File: src/include/ssc_pkg.sv
package ssc_pkg;

    // Channel and code geometry.
    localparam int CHANNELS = 8;
    localparam int CODE_WIDTH = 20;
    localparam int RANGE_WIDTH = 4;
    localparam int LANE_WIDTH = 3;
    localparam int ADDR_WIDTH = 12;
    localparam int INDEX_WIDTH = 10;
    localparam int DATA_WIDTH = 32;
    localparam int COUNT_WIDTH = 16;

    // Register indices; the byte address is four times the index.
    localparam logic [INDEX_WIDTH-1:0] RANGE_IDX_BASE = 10'h02a;
    localparam logic [INDEX_WIDTH-1:0] RANGE_IDX_STEP = 10'h012;
    localparam logic [INDEX_WIDTH-1:0] AGR_IDX = 10'h004;
    localparam logic [INDEX_WIDTH-1:0] LANE_IDX = 10'h005;
    localparam logic [INDEX_WIDTH-1:0] STATUS_IDX = 10'h006;

    // Status register bit positions.
    localparam int STATUS_BUSY_BIT = 0;
    localparam int STATUS_LVDS_BIT = 1;
    localparam int STATUS_OVERRUN_BIT = 2;
    localparam int STATUS_COUNT_LSB = 16;

    // Values after reset.
    localparam logic [RANGE_WIDTH-1:0] RANGE_RESET = 4'hf;
    localparam logic [CHANNELS-1:0] AGR_RESET = 8'hff;
    localparam logic [LANE_WIDTH-1:0] LANE_RESET = 3'h7;

    // Successive approximation: first trial weight and number of steps.
    localparam logic [CODE_WIDTH-1:0] SAR_FIRST_BIT = 20'h80000;
    localparam int SAR_STEPS = 20;

    typedef logic [CODE_WIDTH-1:0] ssc_code_type;
    typedef logic [RANGE_WIDTH-1:0] ssc_range_type;

    typedef enum logic [1:0] {
        SSC_CTRL_IDLE = 2'b00,
        SSC_CTRL_CONVERT = 2'b01
    } ssc_ctrl_state_type;

    typedef enum logic [1:0] {
        SSC_CONV_IDLE = 2'b00,
        SSC_CONV_GAIN = 2'b01,
        SSC_CONV_SAR = 2'b10,
        SSC_CONV_DONE = 2'b11
    } ssc_conv_state_type;

    // Odd range codes are bipolar, even ones unipolar.
    function automatic logic ssc_is_bipolar(input ssc_range_type range);
        return range[0];
    endfunction

    // Raw SAR result is offset binary over the span actually used. A boosted
    // sample spans a quarter of the range, so it is shifted back into range scale.
    function automatic ssc_code_type ssc_format(input ssc_code_type raw, input logic bipolar,
                                                input logic boost);
        ssc_code_type twos;
        twos = {~raw[CODE_WIDTH-1], raw[CODE_WIDTH-2:0]};
        if (bipolar && boost) begin
            return {{2{twos[CODE_WIDTH-1]}}, twos[CODE_WIDTH-1:2]};
        end else if (bipolar) begin
            return twos;
        end else if (boost) begin
            return {2'b00, raw[CODE_WIDTH-1:2]};
        end else begin
            return raw;
        end
    endfunction

    // Register index of a channel's range register.
    function automatic logic [INDEX_WIDTH-1:0] ssc_range_index(input int ch);
        return RANGE_IDX_BASE + INDEX_WIDTH'(ch) * RANGE_IDX_STEP;
    endfunction

    // Lane count is stored minus one; lanes 0..count are active.
    function automatic logic [CHANNELS-1:0] ssc_lane_mask(input logic [LANE_WIDTH-1:0] count);
        logic [CHANNELS-1:0] mask;
        mask = '0;
        for (int i = 0; i < CHANNELS; i++) begin
            mask[i] = (LANE_WIDTH'(i) <= count);
        end
        return mask;
    endfunction

endpackage

File: src/include/ssc_conv_if.sv
`timescale 1ns/1ps
interface ssc_conv_if;
    logic start;
    logic bipolar;
    logic agr_en;
    logic comp_above;
    logic small_signal;
    logic [ssc_pkg::CODE_WIDTH-1:0] dac_code;
    logic gain_boost;
    logic done;
    logic [ssc_pkg::CODE_WIDTH-1:0] code;

    modport ctrl (
        output start, bipolar, agr_en, comp_above, small_signal,
        input dac_code, gain_boost, done, code
    );
    modport conv (
        input start, bipolar, agr_en, comp_above, small_signal,
        output dac_code, gain_boost, done, code
    );
endinterface

File: src/logic/ssc_channel_conv.sv
`timescale 1ns/1ps
module ssc_channel_conv (
    input wire logic clk,
    input wire logic srst,
    ssc_conv_if.conv bus
);
    import ssc_pkg::*;

    ssc_conv_state_type state, next_state;
    ssc_code_type trial, next_trial;
    ssc_code_type mask, next_mask;
    ssc_code_type code, next_code;
    logic boost, next_boost;
    logic bipolar, next_bipolar;
    ssc_code_type kept;

    // One gain decision cycle, then one comparator decision per code bit.
    always_comb begin
        next_state = state;
        next_trial = trial;
        next_mask = mask;
        next_code = code;
        next_boost = boost;
        next_bipolar = bipolar;
        kept = bus.comp_above ? trial : (trial & ~mask);
        case (state)
            SSC_CONV_IDLE: begin
                if (bus.start) begin
                    next_state = SSC_CONV_GAIN;
                    next_bipolar = bus.bipolar;
                    next_boost = 1'b0;
                end
            end
            SSC_CONV_GAIN: begin
                // Gain is picked anew for each sample.
                next_boost = bus.agr_en & bus.small_signal;
                next_trial = SAR_FIRST_BIT;
                next_mask = SAR_FIRST_BIT;
                next_state = SSC_CONV_SAR;
            end
            SSC_CONV_SAR: begin
                if (mask[0]) begin
                    next_trial = kept;
                    next_code = ssc_format(kept, bipolar, boost);
                    next_state = SSC_CONV_DONE;
                end else begin
                    next_mask = mask >> 1;
                    next_trial = kept | (mask >> 1);
                end
            end
            SSC_CONV_DONE: begin
                next_state = SSC_CONV_IDLE;
            end
            default: begin
                next_state = SSC_CONV_IDLE;
            end
        endcase
    end

    always_ff @(posedge clk) begin
        if (srst) begin
            state <= SSC_CONV_IDLE;
            trial <= '0;
            mask <= '0;
            code <= '0;
            boost <= 1'b0;
            bipolar <= 1'b1;
        end else begin
            state <= next_state;
            trial <= next_trial;
            mask <= next_mask;
            code <= next_code;
            boost <= next_boost;
            bipolar <= next_bipolar;
        end
    end

    // All outputs come from the registers above.
    assign bus.dac_code = trial;
    assign bus.gain_boost = boost;
    assign bus.done = (state == SSC_CONV_DONE);
    assign bus.code = code;
endmodule // ssc_channel_conv

File: src/logic/ssc_top.sv
// The APB register port and the register offsets are this design's own decisions.
`timescale 1ns/1ps
module ssc_top (
    input wire logic clk,
    input wire logic srst,
    input wire logic conversion_start_pin,
    input wire logic lvds_select,
    input wire logic [ssc_pkg::CHANNELS-1:0] comp_above,
    input wire logic [ssc_pkg::CHANNELS-1:0] small_signal,
    input wire logic psel,
    input wire logic penable,
    input wire logic pwrite,
    input wire logic [ssc_pkg::ADDR_WIDTH-1:0] paddr,
    input wire logic [ssc_pkg::DATA_WIDTH-1:0] pwdata,
    output logic pready,
    output logic [ssc_pkg::DATA_WIDTH-1:0] prdata,
    output logic pslverr,
    output logic sample_hold,
    output logic result_valid,
    output logic [ssc_pkg::CHANNELS-1:0][ssc_pkg::CODE_WIDTH-1:0] result_code,
    output logic [ssc_pkg::CHANNELS-1:0][ssc_pkg::CODE_WIDTH-1:0] sar_dac_code,
    output logic [ssc_pkg::CHANNELS-1:0] gain_boost,
    output logic [ssc_pkg::CHANNELS-1:0] cmos_lane_enable
);
    import ssc_pkg::*;

    ssc_conv_if conv_bus [CHANNELS] ();

    // Conversion control state.
    ssc_ctrl_state_type state, next_state;
    logic start_prev, next_start_prev;
    logic next_sample_hold;
    logic chan_start, next_chan_start;
    logic [CHANNELS-1:0] conv_bipolar, next_conv_bipolar;
    logic [CHANNELS-1:0] conv_agr, next_conv_agr;
    logic next_result_valid;
    logic [CHANNELS-1:0][CODE_WIDTH-1:0] next_result_code;
    logic [COUNT_WIDTH-1:0] conv_count, next_conv_count;
    logic overrun, next_overrun;

    // Register file state.
    logic [CHANNELS-1:0][RANGE_WIDTH-1:0] range_code, next_range_code;
    logic [CHANNELS-1:0] agr_enable, next_agr_enable;
    logic [LANE_WIDTH-1:0] lane_count, next_lane_count;
    logic [CHANNELS-1:0] next_cmos_lane_enable;
    logic next_pready;
    logic [DATA_WIDTH-1:0] next_prdata;
    logic next_pslverr;

    // Decode and gathered channel results.
    logic start_rise;
    logic [CHANNELS-1:0] done_vec;
    logic [CHANNELS-1:0][CODE_WIDTH-1:0] code_vec;
    logic [INDEX_WIDTH-1:0] index;
    logic range_hit;
    logic [LANE_WIDTH-1:0] range_ch;
    logic known;
    logic setup;
    logic write_now;
    logic [DATA_WIDTH-1:0] read_word;

    // One converter per channel, all started by the same pulse.
    genvar g;
    generate
        for (g = 0; g < CHANNELS; g++) begin : g_chan
            ssc_channel_conv u_conv (
                .clk(clk),
                .srst(srst),
                .bus(conv_bus[g].conv)
            );
            assign conv_bus[g].start = chan_start;
            assign conv_bus[g].bipolar = conv_bipolar[g];
            assign conv_bus[g].agr_en = conv_agr[g];
            assign conv_bus[g].comp_above = comp_above[g];
            assign conv_bus[g].small_signal = small_signal[g];
            assign done_vec[g] = conv_bus[g].done;
            assign code_vec[g] = conv_bus[g].code;
            assign sar_dac_code[g] = conv_bus[g].dac_code;
            assign gain_boost[g] = conv_bus[g].gain_boost;
        end
    endgenerate

    assign start_rise = conversion_start_pin & ~start_prev;
    assign setup = psel & ~penable;
    assign write_now = psel & penable & pready & pwrite & ~pslverr;

    // Conversion sequencing. Ranges are frozen at the start edge so a write
    // during a conversion cannot change the format of the sample in flight.
    always_comb begin
        next_state = state;
        next_start_prev = conversion_start_pin;
        next_sample_hold = sample_hold;
        next_chan_start = 1'b0;
        next_conv_bipolar = conv_bipolar;
        next_conv_agr = conv_agr;
        next_result_valid = 1'b0;
        next_result_code = result_code;
        next_conv_count = conv_count;
        next_overrun = overrun;
        // Software clears the overrun flag by writing one to it.
        if (write_now && index == STATUS_IDX && pwdata[STATUS_OVERRUN_BIT]) begin
            next_overrun = 1'b0;
        end
        case (state)
            SSC_CTRL_IDLE: begin
                if (start_rise) begin
                    next_state = SSC_CTRL_CONVERT;
                    next_sample_hold = 1'b1;
                    next_chan_start = 1'b1;
                    next_conv_agr = agr_enable;
                    for (int i = 0; i < CHANNELS; i++) begin
                        next_conv_bipolar[i] = ssc_is_bipolar(range_code[i]);
                    end
                end
            end
            SSC_CTRL_CONVERT: begin
                // A start edge while converting is dropped; the set wins a clear.
                if (start_rise) begin
                    next_overrun = 1'b1;
                end
                if (&done_vec) begin
                    next_result_code = code_vec;
                    next_result_valid = 1'b1;
                    next_sample_hold = 1'b0;
                    next_conv_count = conv_count + 1'b1;
                    next_state = SSC_CTRL_IDLE;
                end
            end
            default: begin
                next_state = SSC_CTRL_IDLE;
            end
        endcase
    end

    always_ff @(posedge clk) begin
        if (srst) begin
            state <= SSC_CTRL_IDLE;
            start_prev <= 1'b0;
            sample_hold <= 1'b0;
            chan_start <= 1'b0;
            conv_bipolar <= '0;
            conv_agr <= '0;
            result_valid <= 1'b0;
            result_code <= '0;
            conv_count <= '0;
            overrun <= 1'b0;
        end else begin
            state <= next_state;
            start_prev <= next_start_prev;
            sample_hold <= next_sample_hold;
            chan_start <= next_chan_start;
            conv_bipolar <= next_conv_bipolar;
            conv_agr <= next_conv_agr;
            result_valid <= next_result_valid;
            result_code <= next_result_code;
            conv_count <= next_conv_count;
            overrun <= next_overrun;
        end
    end

    // Address decode; only aligned addresses of known registers are mapped.
    always_comb begin
        index = paddr[ADDR_WIDTH-1:2];
        range_hit = 1'b0;
        range_ch = '0;
        for (int i = 0; i < CHANNELS; i++) begin
            if (index == ssc_range_index(i)) begin
                range_hit = 1'b1;
                range_ch = LANE_WIDTH'(i);
            end
        end
        known = (paddr[1:0] == 2'b00) &&
                (range_hit || index == AGR_IDX || index == LANE_IDX || index == STATUS_IDX);
        read_word = '0;
        if (range_hit) begin
            read_word[RANGE_WIDTH-1:0] = range_code[range_ch];
        end else if (index == AGR_IDX) begin
            read_word[CHANNELS-1:0] = agr_enable;
        end else if (index == LANE_IDX) begin
            read_word[LANE_WIDTH-1:0] = lane_count;
        end else if (index == STATUS_IDX) begin
            read_word[STATUS_BUSY_BIT] = sample_hold;
            read_word[STATUS_LVDS_BIT] = lvds_select;
            read_word[STATUS_OVERRUN_BIT] = overrun;
            read_word[STATUS_COUNT_LSB +: COUNT_WIDTH] = conv_count;
        end
    end

    // APB slave with zero wait states: the answer is prepared in the setup
    // cycle, so pready, prdata and pslverr all come from flops.
    always_comb begin
        next_pready = setup;
        next_pslverr = setup & ~known;
        next_prdata = (setup && !pwrite && known) ? read_word : '0;
        next_range_code = range_code;
        next_agr_enable = agr_enable;
        next_lane_count = lane_count;
        if (write_now && range_hit) begin
            next_range_code[range_ch] = pwdata[RANGE_WIDTH-1:0];
        end
        if (write_now && index == AGR_IDX) begin
            next_agr_enable = pwdata[CHANNELS-1:0];
        end
        if (write_now && index == LANE_IDX) begin
            next_lane_count = pwdata[LANE_WIDTH-1:0];
        end
        // LVDS mode leaves every CMOS lane idle.
        next_cmos_lane_enable = lvds_select ? '0 : ssc_lane_mask(lane_count);
    end

    always_ff @(posedge clk) begin
        if (srst) begin
            range_code <= {CHANNELS{RANGE_RESET}};
            agr_enable <= AGR_RESET;
            lane_count <= LANE_RESET;
            cmos_lane_enable <= '0;
            pready <= 1'b0;
            prdata <= '0;
            pslverr <= 1'b0;
        end else begin
            range_code <= next_range_code;
            agr_enable <= next_agr_enable;
            lane_count <= next_lane_count;
            cmos_lane_enable <= next_cmos_lane_enable;
            pready <= next_pready;
            prdata <= next_prdata;
            pslverr <= next_pslverr;
        end
    end
endmodule // ssc_top

File: config.mk
export PLATFORM = sky130hd
export DESIGN_NAME = ssc_top
export DESIGN_NICKNAME = d
export VERILOG_FILES = /design/src/include/ssc_pkg.sv /design/src/include/ssc_conv_if.sv /design/src/logic/ssc_channel_conv.sv /design/src/logic/ssc_top.sv
export SDC_FILE = /design/constraint.sdc
export NUM_CORES = 2
export LEC_CHECK = 0
export BUFFER_PORTS_ARGS = -buffer_cell sky130_fd_sc_hd__clkbuf_2
export CORE_MARGIN = 10
export CORE_UTILIZATION = 25
export CTS_CLUSTER_SIZE = 40
export DETAILED_ROUTE_END_ITERATION = 6
export GPL_TIMING_DRIVEN = 1
export PLACE_DENSITY = 0.4
export SLEW_MARGIN = 10
export SYNTH_ARGS = -nofsm -noshare
export SYNTH_HDL_FRONTEND = slang
export SYNTH_HIERARCHICAL = 1
export SYNTH_SLANG_ARGS = --single-unit
File: constraint.sdc
create_clock -name clk -period 2 [get_ports clk]
set_input_delay 0.4 -clock clk [delete_from_list [all_inputs] [get_ports clk]]
set_output_delay 0.4 -clock clk [all_outputs]
set_load 0.01 [all_outputs]
### Word-level counts from Yosys, hierarchy flattened

Cells that the tools add are included.

* register bits: 796
* bits of input ports: 67
* output and inout port bits: 372
* word-level logic and storage cells: 444

* $add $sub $neg: 1
* order comparisons: 10
* eq/ne operators: 62
* mux-type cells: 126
* bitwise operators: 56
* reductions and logical operators: 99

Operators by type and width (number)
* $mux W20: 48
* $pmux W20 S2: 16
* $and A20 B20 Y20: 8
* $not A20 Y20: 8
* $or A20 B19 Y20: 8
* $reduce_and A2 Y1: 42
* $pmux W2 S4: 8
* $ne A2 B2 Y1 const B: 18
* $reduce_bool A2 Y1: 17
* $bwmux W32: 1
* $eq A2 B2 Y1 const B: 16
* $eq A10 B3 Y1 const B: 3
* $eq A10 B7 Y1 const B: 3
* $eq A10 B8 Y1 const B: 3
* $mux W3: 9
* $mux W2: 11
* $eq A10 B6 Y1 const B: 2
* $logic_not A2 Y1: 10
* $eq A2 B1 Y1 const B: 9
* $mux W1: 18
* $pmux W1 S2: 9
* $logic_and A1 B1 Y1: 17
* $not A1 Y1: 17
* $add A16 B1 Y16 const B: 1
* 19 further kinds: 52

### Logic depth before layout (Yosys ltp)

* depth after elaboration: 16
* gate-level depth with buffers: 9
* mapped depth without buffers: 8

### Hierarchy

Netlist, hierarchy kept.

By module, submodules not included
* ssc_channel_conv: instances 8, cells an instance 335, area an instance 2861.5 um^2, seq. area each 1281.2 um^2
* ssc_top: instances 1, cells an instance 1214, area an instance 10233.6 um^2, seq. area each 5485.3 um^2

### Worst setup path after synthesis

No wires, ideal clock.

* path kind: in2reg
* start point: in paddr[6] in the netlist's numbering
* end point: reg range_code[23] in the netlist's numbering
* setup time: 0.120 ns
* arrival: 1.981 ns
* data required time: 1.880 ns
* path slack: -0.101 ns
* stages: 7
* buffers on the path: 2
* cell sequence: buf_4 > or4b_4 > a21oi_2 > o21ai_4 > buf_6 > nand3b_4 > a211o_1

* cells in the longest elaborated chain, start to end: 13
* elaborated cells on any way between the ends: 30
* those cells by class: 2 x order compare; 8 x eq/ne; 18 x mux; 2 x reduce/logical

RTL lines
* start, declared: RTL line ssc_top.sv:13 `input wire logic [ssc_pkg::ADDR_WIDTH-1:0] paddr,`
* $eq A10 B6 Y1: RTL line ssc_top.sv:167 `if (index == ssc_range_index(i)) begin`
* $mux W1: RTL line ssc_top.sv:167
* $mux W3 (6 in a row): RTL line ssc_top.sv:167
* $lt A3 B4 Y1 (implied by the code) or $ge A3 B1 Y1 (tied branches): RTL line ssc_top.sv:199 `next_range_code[range_ch] = pwdata[RANGE_WIDTH-1:0];`
* $logic_and A1 B1 Y1 (implied by the code): RTL line ssc_top.sv:199
* $mux W4 (implied by the code): RTL line ssc_top.sv:199
* $demux W4 S3: RTL line ssc_top.sv:199
* $bwmux W32: RTL line ssc_top.sv:199
* end signal, assigned: RTL line ssc_top.sv:213 `range_code <= {CHANNELS{RANGE_RESET}};`
* end signal, assigned: RTL line ssc_top.sv:221 `range_code <= next_range_code;`
* end, declared: RTL line ssc_top.sv:42 `logic [CHANNELS-1:0][RANGE_WIDTH-1:0] range_code, next_range_code;`

Parallel ways exist; a longest one is shown, timed or not.
A chain may end at the register's enable or synchronous reset.

### Final worst setup path

* start point: reg g_chan[4].u_conv.state[1]
* end point: reg result_code[100] in the netlist's numbering

* cells in the longest elaborated chain, start to end: 2

RTL lines
* start, declared: RTL line ssc_channel_conv.sv:9 `ssc_conv_state_type state, next_state;`
* start signal, assigned: RTL line ssc_channel_conv.sv:69 `state <= next_state;`
* $eq A2 B2 Y1: RTL line ssc_channel_conv.sv:81 `assign bus.done = (state == SSC_CONV_DONE);`
* net conv_bus[4].done: RTL line ssc_conv_if.sv:10 `logic done;`
* $reduce_and A9 Y1 (no source line)
* end signal, assigned: RTL line ssc_top.sv:155 `result_code <= next_result_code;`
* end, declared: RTL line ssc_top.sv:20 `output logic [ssc_pkg::CHANNELS-1:0][ssc_pkg::CODE_WIDTH-1:0] result_code,`

The timed path passes the listed nets, and every way through them passes these cells.

==> flow_metrics.py <==
metrics = {
    "synthesis": {
        "synth_top_area_share": 0.4750,
        "syn_area_per_cell_sq_um": 8.507,
        "synth_warnings": 6,
        "synthTopCellsByArea": "dfxtp_1, a21oi_1, nand2_1",
        "syn_area_sq_um": 33130,
        "async_flop_share": 0,
        "ys_ff_latch": 786,
        "yosysUniqueCellTypes": 75,
        "synth_edf_count": 0,
        "synthCells": 3894,
        "ys.flop_type": "dfxtp_1",
        "ys_seq_area_frac": 0.4750,
        "yosysTopAreaCell": "dfxtp_1",
    },
    "timing": {
        "finalHoldViolCount": 0,
        "rsz0062_at_grt": "true",
        "period_minus_slack_ns": 1.978,
        "fin_tns_setup_ns": 0,
        "period_share": 0.9888,
        "slew_violations": 0,
        "worstMarginPinSlew_ns": 0.7508,
        "finalClockSkew_ns": 0.03217,
        "max-slew-margin-rel": 0.4994,
        "holdWs_ns": 0.1755,
        "setup_viol": 0,
        "max_freq_mhz": 505.7,
    },
    "die": {
        "core_sq_um": 131600,
        "initial_utilization": 0.2517,
        "rows": 133,
        "die_x_um": 384.0,
        "top_level_ports": 439,
        "dieArea_sq_um": 147500,
        "die_h_um": 384.0,
    },
    "global_routing": {
        "met1_usage": 0.2023,
        "busiest_layer": "met2",
        "grt_pass1_vias": 28358,
        "grt.total_usage": 0.1541,
        "grt_pass1_wl_um": 178600,
        "grt_max_degree": 126,
        "grt.overflow.total": 0,
        "grt_use_met3": 0.04049,
        "antenna_found_initial": 4,
        "use_met2": 0.2465,
    },
    "clock_network": {
        "clk_pin_slew_worst_paths_ns": 0.06,
        "cts_max_level": 3,
        "ctsRootBufferMaster": "clkbuf_16",
        "cts.sinks": 786,
        "clock_path_buffers": 3,
        "clkLatencyLatePin_ns": 0.71,
        "tritoncts": "yes",
        "cts_setup_buffers": 0,
        "cts_buffers": 98,
    },
    "setup_path": {
        "r2r_end": "result_code[100]$_SDFFE_PP0P_",
        "cp_max_fo": 77,
        "critPathKind": "register to register",
        "arrival_ns": 2.55,
        "r2r_slack_ns": 0.02,
        "endpoint_kind": "register",
        "reg2reg_depth": 8,
        "start_kind": "register",
        "reg2reg_from": "g_chan[4].u_conv/state[1]$_SDFFE_PP0P_",
        "crit_required_ns": 2.57,
    },
    "outcome": {
        "outcome": "finished, final reports clean",
    },
    "drt": {
        "routed_wl_um": 117200,
        "vias_per_cell": 4.610,
        "wl_per_cell_um": 19.03,
        "ant_nets": 0,
        "first_pass_iters": 5,
        "num_vias": 28395,
        "drt_iter0_markers": 1484,
        "remaining_drc_errors": 0,
    },
    "final_layout": {
        "drive_gt1_frac": 0.2099,
        "n_fill_cell": 14101,
        "area_growth_pct": 24.27,
        "nets": 4421,
    },
    "pwr": {
        "pwr-share-seq": 0.383,
        "p_leak_nw": 14.69,
        "p_switching_w": 0.01264,
        "combPwrFrac": 0.184,
        "power.internal_w": 0.03005,
        "powerDensity_nw_per_um2": 1037,
        "p_clk_frac": 0.433,
        "vdd_drop_max_mv": 0.6100,
        "sw_frac_of_total": 0.2961,
    },
    "hold_path": {
        "hold_end": "prdata[3]$_SDFF_PP0_",
        "whs_path_depth": 4,
        "min-delay-start": "paddr[0]",
        "hp-class": "primary input to register",
    },
    "job": {
        "cap_violations": 0,
    },
    "placement": {
        "portBuffers": 406,
        "dpl.hpwl_um": 83080,
        "gp_congestion": 0.7625,
    },
}
[kinds of logic (layout without fill, tap and decap cells)]
kind of cell / after synthesis / after routing / share of synthesized area
buffers and inverters: 333 / 834 / 0.05462
other: 1 / 10 / 0.0001132
adders and majority gates: 33 / 33 / 0.01246
muxes: 51 / 51 / 0.01549
xor gates and xnor gates: 15 / 15 / 0.003966
AOI/OAI and AO/OA: 935 / 935 / 0.1781
and+or+nand+nor: 1740 / 1740 / 0.2602
DFF: 786 / 786 / 0.4750
[worst max-delay path by stage]
| stage | startpoint | endpoint | cells after the start |
|---|---|---|---|
| floorplan | paddr[5] | agr_enable[7]$_SDFFE_PP1P_ | 8 |
| global placement | paddr[6] | prdata[3]$_SDFF_PP0_ | 9 |
| detailed placement | paddr[6] | prdata[3]$_SDFF_PP0_ | 9 |
| CTS | g_chan[5].u_conv/bus.gain_boost$_SDFFE_PP0P_ | gain_boost[5] | 2 |
| global route | g_chan[4].u_conv/state[1]$_SDFFE_PP0P_ | result_code[80]$_SDFFE_PP0P_ | 8 |
| finish | g_chan[4].u_conv/state[1]$_SDFFE_PP0P_ | result_code[100]$_SDFFE_PP0P_ | 8 |
[critical path, cell delays in order (launching register included)]
cell and delay (ns):
dfxtp_2 0.35, ha_4 0.17, nand4_1 0.09, buf_4 0.16, buf_4 0.13, or3_4 0.41, buf_12 0.21, nand2_1 0.14
a21oi_1 0.07
[synth_stat cells (16+ instances only)]
cell type / instances
nand2_2: 19
inv_1: 33
nand4_1: 16
nand3b_1: 129
a311oi_1: 64
clkbuf_1: 159
ha_1: 33
nor3_1: 46
buf_4: 51
o21ai_0: 84
buf_2: 46
nand3_1: 98
a311oi_2: 64
a211oi_1: 20
mux2i_1: 49
a21oi_1: 617
nor2b_1: 47
nor3b_1: 33
and2_1: 20
a31oi_1: 17
dfxtp_1: 786
nand2_1: 799
nand2b_1: 234
inv_2: 16
nor2_1: 228
[per-stage QoR]
stage | util | instances | worst slack, ns | power, W | instance area, sq um
final | 0.3127 | 6159 | 0.02238 | 0.04269 | 41160
after global placement | 0.2846 | 5957 | -0.2935 | 0.02452 | 37460
after global routing | 0.3127 | 6158 | -0.08780 | 0.04484 | 41160
after floorplan | - | 3901 | -0.07791 | 0.02170 | 33180
after detailed placement | 0.2846 | 5957 | -0.3270 | 0.02452 | 37460
after CTS | 0.3121 | 6157 | 0.002548 | 0.04348 | 41080
[registers in the layout, indices dropped and copies added (netlist names)]
signal                        cells
prdata                           24
g_chan.u_conv/bipolar             8
g_chan.u_conv/state              16
g_chan.u_conv/bus.dac_code      160
range_code                       32
g_chan.u_conv/bus.gain_boost      8
result_valid                      1
chan_start                        1
overrun                           1
g_chan.u_conv/mask              160
lane_count                        3
sample_hold                       1
conv_count                       16
start_prev                        1
g_chan.u_conv/bus.code          160
pready                            1
conv_bipolar                      8
cmos_lane_enable                  8
agr_enable                        8
result_code                     160
conv_agr                          8
pslverr                           1
[cell type report]
type | count | area, sq um | area share
multi-input cells | 2782 | 15740 | 0.3824
flip-flops and latches | 786 | 15760 | 0.3828
repair buffers | 604 | 3924 | 0.09532
inverters | 49 | 183.9 | 0.004468
well taps | 1755 | 2196 | 0.05334
clock inverters | 35 | 462.9 | 0.01125
clock buffers | 146 | 2895 | 0.07033
diodes | 2 | 5.005 | 0.0001216
[what timing repair did]
| item | CTS | global route |
|---|---|---|
| hold buffers | 19 | 0 |
| hold endpoints to repair | 20 | 0 |
| pin swaps | 2 | 3 |
| endpoints found under the setup margin | 176 | 165 |
| resized for setup | 19 | 25 |
[layout by cell type (no fill, tap or decap), types with 18 or more instances in the layout]
cell	count
mux2i_1	49
o21ai_0	84
buf_4	150
nand2_1	792
clkbuf_8	22
nor2_1	228
nor2b_1	46
buf_12	25
nand2_2	26
nor3b_1	33
a311oi_1	64
ha_1	25
clkbuf_1	24
nand2b_1	234
dlygate4sd3_1	19
nor3_1	45
dfxtp_1	771
and2_1	20
clkinv_2	18
inv_1	33
a311oi_2	64
a21oi_1	617
nand3b_1	129
nand3_1	98
clkbuf_16	100
clkbuf_2	405
a211oi_1	20
[power by group through the flow]
stage	logic [W]	clock network (W)	registers [W]
2_1_floorplan	0.00511	0	0.0166
3_3_place_gp	0.00790	0	0.0166
3_5_place_dp	0.00789	0	0.0166
4_1_cts	0.00798	0.0192	0.0163
5_1_grt	0.00876	0.0197	0.0164
6_report	0.00786	0.0185	0.0163
[layer usage]
layer  share of wire  vias up
met2            0.45      525
met4           0.024        2
met5         0.00011        -
met3           0.058      152
li1                -    14263
met1            0.46    13453
No activity file was read; power rests on OpenSTA's default activity.
